[config.mk]
export PLATFORM = sky130hd
export DESIGN_NAME = rssl_core
export DESIGN_NICKNAME = d
export VERILOG_FILES = /design/src/core/rssl_pkg.sv /design/src/core/rssl_core.sv
export SDC_FILE = /design/constraint.sdc
export NUM_CORES = 1
export LEC_CHECK = 0
export BUFFER_PORTS_ARGS = -buffer_cell sky130_fd_sc_hd__buf_2
export CORE_MARGIN = 2
export CORE_UTILIZATION = 48
export CTS_CLUSTER_SIZE = 14
export DETAILED_ROUTE_END_ITERATION = 10
export GPL_ROUTABILITY_DRIVEN = 0
export PLACE_DENSITY_LB_ADDON = 0.3
export SLEW_MARGIN = 10
export SYNTH_ARGS = -nofsm -noshare
export SYNTH_HDL_FRONTEND = slang
export SYNTH_SLANG_ARGS = --single-unit
[constraint.sdc]
create_clock -name ref_clk -period 2.1 [get_ports ref_clk]
set_input_delay 0.21 -clock ref_clk [delete_from_list [all_inputs] [get_ports ref_clk]]
set_output_delay 0.21 -clock ref_clk [all_outputs]
set_load 0.01 [all_outputs]
[src/core/rssl_pkg.sv]
package rssl_pkg;

  // Register bus geometry
  localparam int          ADDR_W        = 8;
  localparam int          DATA_W        = 32;
  localparam int          STAT_W        = 16;
  localparam int          SRC_W         = 8;
  localparam int          STRB_W        = 4;

  // Register byte addresses
  localparam logic [7:0]  STATUS_ADDR   = 8'h00;
  localparam logic [7:0]  SOURCE_ADDR   = 8'h04;

  // AXI responses
  localparam logic [1:0]  RESP_OKAY     = 2'h0;
  localparam logic [1:0]  RESP_SLVERR   = 2'h2;

  // Status field positions
  localparam int          TRAP_BIT      = 15;
  localparam int          ILLOP_BIT     = 14;
  localparam int          CFGMIS_BIT    = 9;
  localparam int          PROGMEM_SLEEP_POWER_BIT     = 8;
  localparam int          PIN_BIT       = 7;
  localparam int          SOFT_BIT      = 6;
  localparam int          WDEN_BIT      = 5;
  localparam int          WATCHDOG_TIMEOUT_FLAG_BIT      = 4;
  localparam int          SLEEP_BIT     = 3;
  localparam int          IDLE_BIT      = 2;
  localparam int          BROWN_BIT     = 1;
  localparam int          POWER_BIT     = 0;

  // Status values and masks
  localparam logic [15:0] STATUS_POR    = 16'h0003;
  localparam logic [15:0] STATUS_IMPL   = 16'hC3FF;

  // Source snapshot positions
  localparam int          SRC_BROWN     = 0;
  localparam int          SRC_PIN       = 1;
  localparam int          SRC_SOFT      = 2;
  localparam int          SRC_WDT       = 3;
  localparam int          SRC_CFGMIS    = 4;
  localparam int          SRC_TRAP      = 5;
  localparam int          SRC_ILLOP     = 6;
  localparam int          SRC_UNINIT    = 7;

endpackage : rssl_pkg

[src/core/rssl_core.sv]
`timescale 1ns/1ps

module rssl_core (
  input  wire logic        ref_clk,
  input  wire logic        rst_n,
  input  wire logic        brownout_reset,
  input  wire logic        master_clear_pin_n,
  input  wire logic        soft_reset_instr,
  input  wire logic        watchdog_timeout,
  input  wire logic        config_mismatch,
  input  wire logic        trap_conflict,
  input  wire logic        illegal_op,
  input  wire logic        uninit_wreg_reset,
  input  wire logic        power_save_sleep,
  input  wire logic        power_save_idle,
  input  wire logic        watchdog_clear_instr,
  input  wire logic        watchdog_fuse_enable,
  output logic             master_system_reset,
  output logic             watchdog_enable,
  output logic             progmem_sleep_power,
  output logic             regulator_standby,
  input  wire logic        s_axi_awvalid,
  output logic             s_axi_awready,
  input  wire logic [7:0]  s_axi_awaddr,
  input  wire logic        s_axi_wvalid,
  output logic             s_axi_wready,
  input  wire logic [31:0] s_axi_wdata,
  input  wire logic [3:0]  s_axi_wstrb,
  output logic             s_axi_bvalid,
  input  wire logic        s_axi_bready,
  output logic [1:0]       s_axi_bresp,
  input  wire logic        s_axi_arvalid,
  output logic             s_axi_arready,
  input  wire logic [7:0]  s_axi_araddr,
  output logic             s_axi_rvalid,
  input  wire logic        s_axi_rready,
  output logic [31:0]      s_axi_rdata,
  output logic [1:0]       s_axi_rresp
);

  typedef struct packed {
    logic        master_clear_pin_meta;
    logic        master_clear_pin_sync;
    logic [15:0] status;
    logic [7:0]  src_snap;
    logic        sys_rst;
    logic        wdt_en;
    logic        pm_pwr;
    logic        reg_stby;
    logic        aw_held;
    logic [7:0]  awaddr;
    logic        awready;
    logic        w_held;
    logic [15:0] wdata;
    logic [1:0]  wstrb;
    logic        wready;
    logic        bvalid;
    logic [1:0]  bresp;
    logic        arready;
    logic        rvalid;
    logic [31:0] rdata;
    logic [1:0]  rresp;
  } rssl_state_t;

  localparam rssl_state_t RSSL_RESET = '{
    master_clear_pin_meta: 1'b1,
    master_clear_pin_sync: 1'b1,
    status:    rssl_pkg::STATUS_POR,
    src_snap:  8'h00,
    sys_rst:   1'b1,
    wdt_en:    1'b1,
    pm_pwr:    1'b0,
    reg_stby:  1'b1,
    aw_held:   1'b0,
    awaddr:    8'h00,
    awready:   1'b1,
    w_held:    1'b0,
    wdata:     16'h0000,
    wstrb:     2'h0,
    wready:    1'b1,
    bvalid:    1'b0,
    bresp:     2'h0,
    arready:   1'b1,
    rvalid:    1'b0,
    rdata:     32'h0000_0000,
    rresp:     2'h0
  };

  rssl_state_t st;
  rssl_state_t next_st;
  logic        wr_fire;
  logic [15:0] hw_set;

  // Expands two byte strobes to a 16-bit bit mask
  function automatic logic [15:0] rssl_strb_mask(input logic [1:0] strb);
    rssl_strb_mask = {{8{strb[1]}}, {8{strb[0]}}};
  endfunction : rssl_strb_mask

  // Read data for one register address
  function automatic logic [31:0] rssl_read_word(input logic [7:0]  addr,
                                                 input logic [15:0] status,
                                                 input logic [7:0]  snap);
    rssl_read_word = 32'h0000_0000;
    if (addr == rssl_pkg::STATUS_ADDR) begin
      rssl_read_word = {16'h0000, status & rssl_pkg::STATUS_IMPL};
    end else if (addr == rssl_pkg::SOURCE_ADDR) begin
      rssl_read_word = {24'h00_0000, snap};
    end
  endfunction : rssl_read_word

  always_comb begin
    next_st = st;
    hw_set  = 16'h0000;

    // Pin synchroniser
    next_st.master_clear_pin_meta = master_clear_pin_n;
    next_st.master_clear_pin_sync = st.master_clear_pin_meta;

    next_st.src_snap[rssl_pkg::SRC_BROWN]  = brownout_reset;
    next_st.src_snap[rssl_pkg::SRC_PIN]    = ~st.master_clear_pin_sync;
    next_st.src_snap[rssl_pkg::SRC_SOFT]   = soft_reset_instr;
    next_st.src_snap[rssl_pkg::SRC_WDT]    = watchdog_timeout;
    next_st.src_snap[rssl_pkg::SRC_CFGMIS] = config_mismatch;
    next_st.src_snap[rssl_pkg::SRC_TRAP]   = trap_conflict;
    next_st.src_snap[rssl_pkg::SRC_ILLOP]  = illegal_op;
    next_st.src_snap[rssl_pkg::SRC_UNINIT] = uninit_wreg_reset;

    next_st.sys_rst = brownout_reset | ~st.master_clear_pin_sync | soft_reset_instr
                    | watchdog_timeout | config_mismatch | trap_conflict
                    | illegal_op | uninit_wreg_reset;

    hw_set[rssl_pkg::TRAP_BIT]   = trap_conflict;
    hw_set[rssl_pkg::ILLOP_BIT]  = illegal_op | uninit_wreg_reset;
    hw_set[rssl_pkg::CFGMIS_BIT] = config_mismatch;
    hw_set[rssl_pkg::PIN_BIT]    = ~st.master_clear_pin_sync;
    hw_set[rssl_pkg::SOFT_BIT]   = soft_reset_instr;
    hw_set[rssl_pkg::WATCHDOG_TIMEOUT_FLAG_BIT]   = watchdog_timeout;
    hw_set[rssl_pkg::SLEEP_BIT]  = power_save_sleep;
    hw_set[rssl_pkg::IDLE_BIT]   = power_save_idle;
    hw_set[rssl_pkg::BROWN_BIT]  = brownout_reset;

    // Write address channel
    if (s_axi_awvalid && st.awready) begin
      next_st.aw_held = 1'b1;
      next_st.awaddr  = s_axi_awaddr;
    end

    // Write data channel
    if (s_axi_wvalid && st.wready) begin
      next_st.w_held = 1'b1;
      next_st.wdata  = s_axi_wdata[15:0];
      next_st.wstrb  = s_axi_wstrb[1:0];
    end

    // Write response
    if (st.bvalid && s_axi_bready) begin
      next_st.bvalid = 1'b0;
    end

    wr_fire = st.aw_held && st.w_held && !st.bvalid;
    if (wr_fire) begin
      next_st.aw_held = 1'b0;
      next_st.w_held  = 1'b0;
      next_st.bvalid  = 1'b1;
      next_st.bresp   = rssl_pkg::RESP_SLVERR;
      if (st.awaddr == rssl_pkg::STATUS_ADDR) begin
        next_st.bresp = rssl_pkg::RESP_OKAY;
        next_st.status = (st.status & ~rssl_strb_mask(st.wstrb))
                       | (st.wdata & rssl_strb_mask(st.wstrb));
      end
    end

    if (power_save_sleep || power_save_idle || watchdog_clear_instr) begin
      next_st.status[rssl_pkg::WATCHDOG_TIMEOUT_FLAG_BIT] = 1'b0;
    end

    next_st.status = next_st.status | hw_set;
    next_st.status = next_st.status & rssl_pkg::STATUS_IMPL;

    next_st.awready = !next_st.aw_held && !next_st.bvalid;
    next_st.wready  = !next_st.w_held && !next_st.bvalid;

    // Read channel
    if (st.rvalid && s_axi_rready) begin
      next_st.rvalid = 1'b0;
    end
    if (s_axi_arvalid && st.arready) begin
      next_st.rvalid = 1'b1;
      next_st.rdata  = rssl_read_word(s_axi_araddr, st.status, st.src_snap);
      if (s_axi_araddr == rssl_pkg::STATUS_ADDR ||
          s_axi_araddr == rssl_pkg::SOURCE_ADDR) begin
        next_st.rresp = rssl_pkg::RESP_OKAY;
      end else begin
        next_st.rresp = rssl_pkg::RESP_SLVERR;
      end
    end
    next_st.arready = !next_st.rvalid;

    next_st.wdt_en   = watchdog_fuse_enable | next_st.status[rssl_pkg::WDEN_BIT];
    next_st.pm_pwr   = next_st.status[rssl_pkg::PROGMEM_SLEEP_POWER_BIT];
    next_st.reg_stby = !next_st.status[rssl_pkg::PROGMEM_SLEEP_POWER_BIT];
  end

  always_ff @(posedge ref_clk or negedge rst_n) begin
    if (!rst_n) begin
      st <= RSSL_RESET;
    end else begin
      st <= next_st;
    end
  end

  assign master_system_reset = st.sys_rst;
  assign watchdog_enable     = st.wdt_en;
  assign progmem_sleep_power = st.pm_pwr;
  assign regulator_standby   = st.reg_stby;
  assign s_axi_awready       = st.awready;
  assign s_axi_wready        = st.wready;
  assign s_axi_bvalid        = st.bvalid;
  assign s_axi_bresp         = st.bresp;
  assign s_axi_arready       = st.arready;
  assign s_axi_rvalid        = st.rvalid;
  assign s_axi_rdata         = st.rdata;
  assign s_axi_rresp         = st.rresp;
endmodule : rssl_core

# Word-level counts from Yosys, hierarchy flattened

Cells that the tools add are included.

Input bits: 71
Register bits: 95
Output and inout port bits: 45

Reductions and logical operators: 20
Bitwise gates (word level): 15
Mux-type cells: 15
Eq/ne operators: 1

Operators with widths:

| operator             | count |
|---|---|
| $mux W16             | 3 |
| $mux W35             | 1 |
| $and A16 B16 Y16     | 2 |
| $or A16 B16 Y16      | 2 |
| $mux W19             | 1 |
| $logic_not A8 Y1     | 2 |
| $not A16 Y16         | 1 |
| $logic_and A1 B1 Y1  | 9 |
| $mux W9              | 1 |
| $or A1 B1 Y1         | 9 |
| $eq A8 B3 Y1 const B | 1 |
| $mux W8              | 1 |
| $logic_not A1 Y1     | 6 |
| $mux W1              | 5 |
| $mux W2              | 2 |
| $logic_or A1 B1 Y1   | 3 |
| $mux W3              | 1 |
| $not A1 Y1           | 1 |

# Logic depth before layout (Yosys ltp)

Word-level depth: 8
Gate-level depth with buffers: 4
Mapped depth without buffers: 3

# Least setup slack after synthesis

Ideal clock, no wire load.

Kind: register -> register
Start point: register st[67] in the netlist's numbering
End point: register st[89] in the netlist's numbering
Path buffers: 1
Data arrival time: 1.450 ns
Stages on the path, launching flop included: 5
Data required time: 1.975 ns
Setup slack: 0.525 ns
Setup time: 0.125 ns
Cell sequence: dfrtp_1 -> nor4_4 -> and4_1 -> buf_6 -> mux2_4

RTL lines:

| element                | RTL line         | text |
|---|---|---|
| start, declared        | rssl_core.sv:89  | `rssl_state_t st;` |
| start signal, assigned | rssl_core.sv:208 | `st <= next_st;` |

==> qor.yml <==
run_status:
  outcome: "finished, final reports clean"
global_routing:
  overflow: 0
  grt_pass1_vias: 1916
  grt_util_all_layers_pct: 18.0
  grt_max_degree: 69
  grt_pass1_wl_mm: 8.88
  antenna_found_initial: 0
route:
  wl_per_cell_um: 13.8
  vias_per_cell: 4.90
  drt-pass1-iter-count: 4
  vias: 1911
  drt-total-wl_mm: 5.39
  ant_nets: 0
  drt-initial-drc-count: 66
  drcViolationCount: 0
yosys:
  synthesis.area_um2: 2960
  yosys_warnings: 0
  synthesis.instances: 241
  synth.avg_cell_area_um2: 12.3
  synth_seq_area_share_pct: 57.9
  synth-seq-cells: 68
  synth-edff-count: 0
  async_flop_share_pct: 100
  ys_types: 35
  synthFlopType: "dfrtp_1"
sta:
  setup_viol: 0
  rsz0062_at_grt: "no"
  worstMarginPinSlew_ns: 0.588
  setup_tns_ns: 0
  max_slew_margin_pct: 60.7
  hold_viol_final: 0
  finClkSkew_ns: 0.00747
  drv_slew: 0
  final.min_clock_period_ns: 1.74
  max_freq_ghz: 0.574
  fin_crit_sh_pct: 83.0
worst_setup_path:
  crit_fanout: 9
  cp.required_ns: 2.36
  r2r_start: "st[67]$_DFFE_PN0P_"
  cp-start-kind: "flip-flop"
  timing.rr.end: "st[95]$_DFF_PN0_"
  critPathCaptureType: "flip-flop"
  path_class: "reg -> reg"
  r2r_cells: 4
  r2r_slack_ns: 0.36
  worst_ep_arrival_time_ns: 2.00
die:
  initial_utilization_pct: 49.7
  die_area_um2: 6810
  die_h_um: 82.5
  die_w_um: 82.5
  row_count: 28
  core_area_um2: 5960
  ioPinCount: 116
clock_tree:
  clk_latency_ns: 0.34
  clkTransAtPathRegs_ns: 0.07
  numCtsBuffers: 9
  cts_setup_buffers: 0
  cts_tree: "built"
  clockBufferDepth: 2
  htree_num_levels: 3
  cts_sinks: 68
  root_buffer: "clkbuf_8"
cells_and_area:
  final_cell_mix: "71 x buf_2, 58 x dfrtp_1, 23 x inv_1, 23 x mux2_2, 22 x conb_1"
  multi_input_area_um2: 942
  drive_above_1_share_pct: 42.5
  regArea_um2: 1710
  final.fill_count: 536
  area_delta_synth_final_pct: 17.7
  antenna_cells_inserted: 0
  nNetsFinal: 381
  finalNonFillerCells: 390
  layout_commonest_cell: "buf_2"
hold_path:
  min_to: "st[73]$_DFF_PN0_"
  hold_path_class: "in -> reg"
  hold_start: "brownout_reset"
  min_delay_path_depth: 1
power:
  ir_worst_vdd_mv: 0.820
  power.static_leakage_nw: 1.72
  cellPowerDensity_nw_per_um2: 1070
placed_design:
  place_inst: 371
  place_hpwl_mm: 3.82
  port-buffer-count: 71
job:
  drv_cap: 0
## how the worst max path moves through the flow
stage,from,to,slack [ns],cells past startpoint
floorplan,st[67]$_DFFE_PN0P_,st[89]$_DFF_PN0_,0.52,4
global placement,s_axi_araddr[1],s_axi_rdata[4]$_DFFE_PN0P_,0.44,4
detailed placement,s_axi_araddr[1],s_axi_rdata[4]$_DFFE_PN0P_,0.35,4
CTS,st[67]$_DFFE_PN0P_,st[95]$_DFF_PN0_,0.31,4
global route,st[67]$_DFFE_PN0P_,st[83]$_DFF_PN0_,0.24,3
finish,st[67]$_DFFE_PN0P_,st[95]$_DFF_PN0_,0.36,4
## per-layer routing
layer	vias to the layer above	wire, um	track usage, %	part of all wire (%)
li1	917	-	-	-
met1	915	2250	21.2	42
met2	72	2650	30.7	49
met3	7	418	5.98	7.8
met4	0	73	6.89	1.4
met5	-	0	0	0
## Yosys cell counts, types with 4 or more instances
master    instances  area [um2]
buf_4            36         270
mux2_2           23         259
and4_2            5        50.1
nor4_1            5        31.3
nand2_1          16        60.1
a211o_1           5        43.8
dfrtp_1          58        1450
o21ai_0           6        30.0
inv_1            23        86.3
dfstp_2          10         263
nor2_1            8        30.0
mux2i_1           4        40.0
o221ai_1          8        70.1
## repair_timing
item | CTS | global route
hold endpoints to repair | 60 | 0
gates resized for setup | 0 | 0
hold buffers | 3 | 0
## flip-flops by register name, summed over array words and instances (netlist names), named ones only
register / flops
s_axi_rresp: 1
s_axi_bresp: 1
master_system_reset: 1
s_axi_wready: 1
s_axi_arready: 1
st: 44
watchdog_enable: 1
s_axi_awready: 1
s_axi_bvalid: 1
regulator_standby: 1
s_axi_rdata: 12
s_axi_rvalid: 1
next_st: 1
## logic make-up (layout without fill, tap and decap cells)
kind of cell	Yosys count	after routing	share of synthesized area, %
simple gates	53	53	11.6
flops	68	68	57.9
buf+inv	63	116	12.9
mux	28	28	10.6
other cells	1	22	0.127
compound gates	28	28	6.85
## final cells by class
class	instances	area share (%)
Sequential cell	68	49.2
Multi-Input combinational cell	131	27.1
Timing Repair Buffer	77	12.1
Clock buffer	10	3.95
Tap cell	75	2.69
Clock inverter	6	2.52
Inverter	23	2.48
## through the flow
stage / util [%] / total power [mW] / hold WS (ns) / worst slack, ns / instance area (um2)
floorplan: - / 2.34 / -0.0856 / 0.525 / 3040
global placement: 54.2 / 2.52 / 0.257 / 0.440 / 3230
detailed placement: 54.2 / 2.57 / 0.257 / 0.351 / 3230
CTS: 58.5 / 3.78 / 0.000204 / 0.315 / 3480
global route: 58.5 / 3.93 / 0.00419 / 0.243 / 3480
finish: 58.5 / 3.72 / 0.0143 / 0.358 / 3480
## power breakdown
group	leakage (nW)	total, mW	internal (mW)	switching, mW
Combinational	0.815	0.678	0.372	0.306
Clock	0.116	1.18	0.700	0.478
Sequential	0.791	1.86	1.63	0.233
Total	1.72	3.72	2.70	1.02
## worst max-delay path: stages (launching register included)
cell,delay (ns)
dfrtp_1,0.43
nor4_4,0.54
and4_1,0.34
buf_4,0.18
mux2i_1,0.19
(Power assumes the default switching activity.)
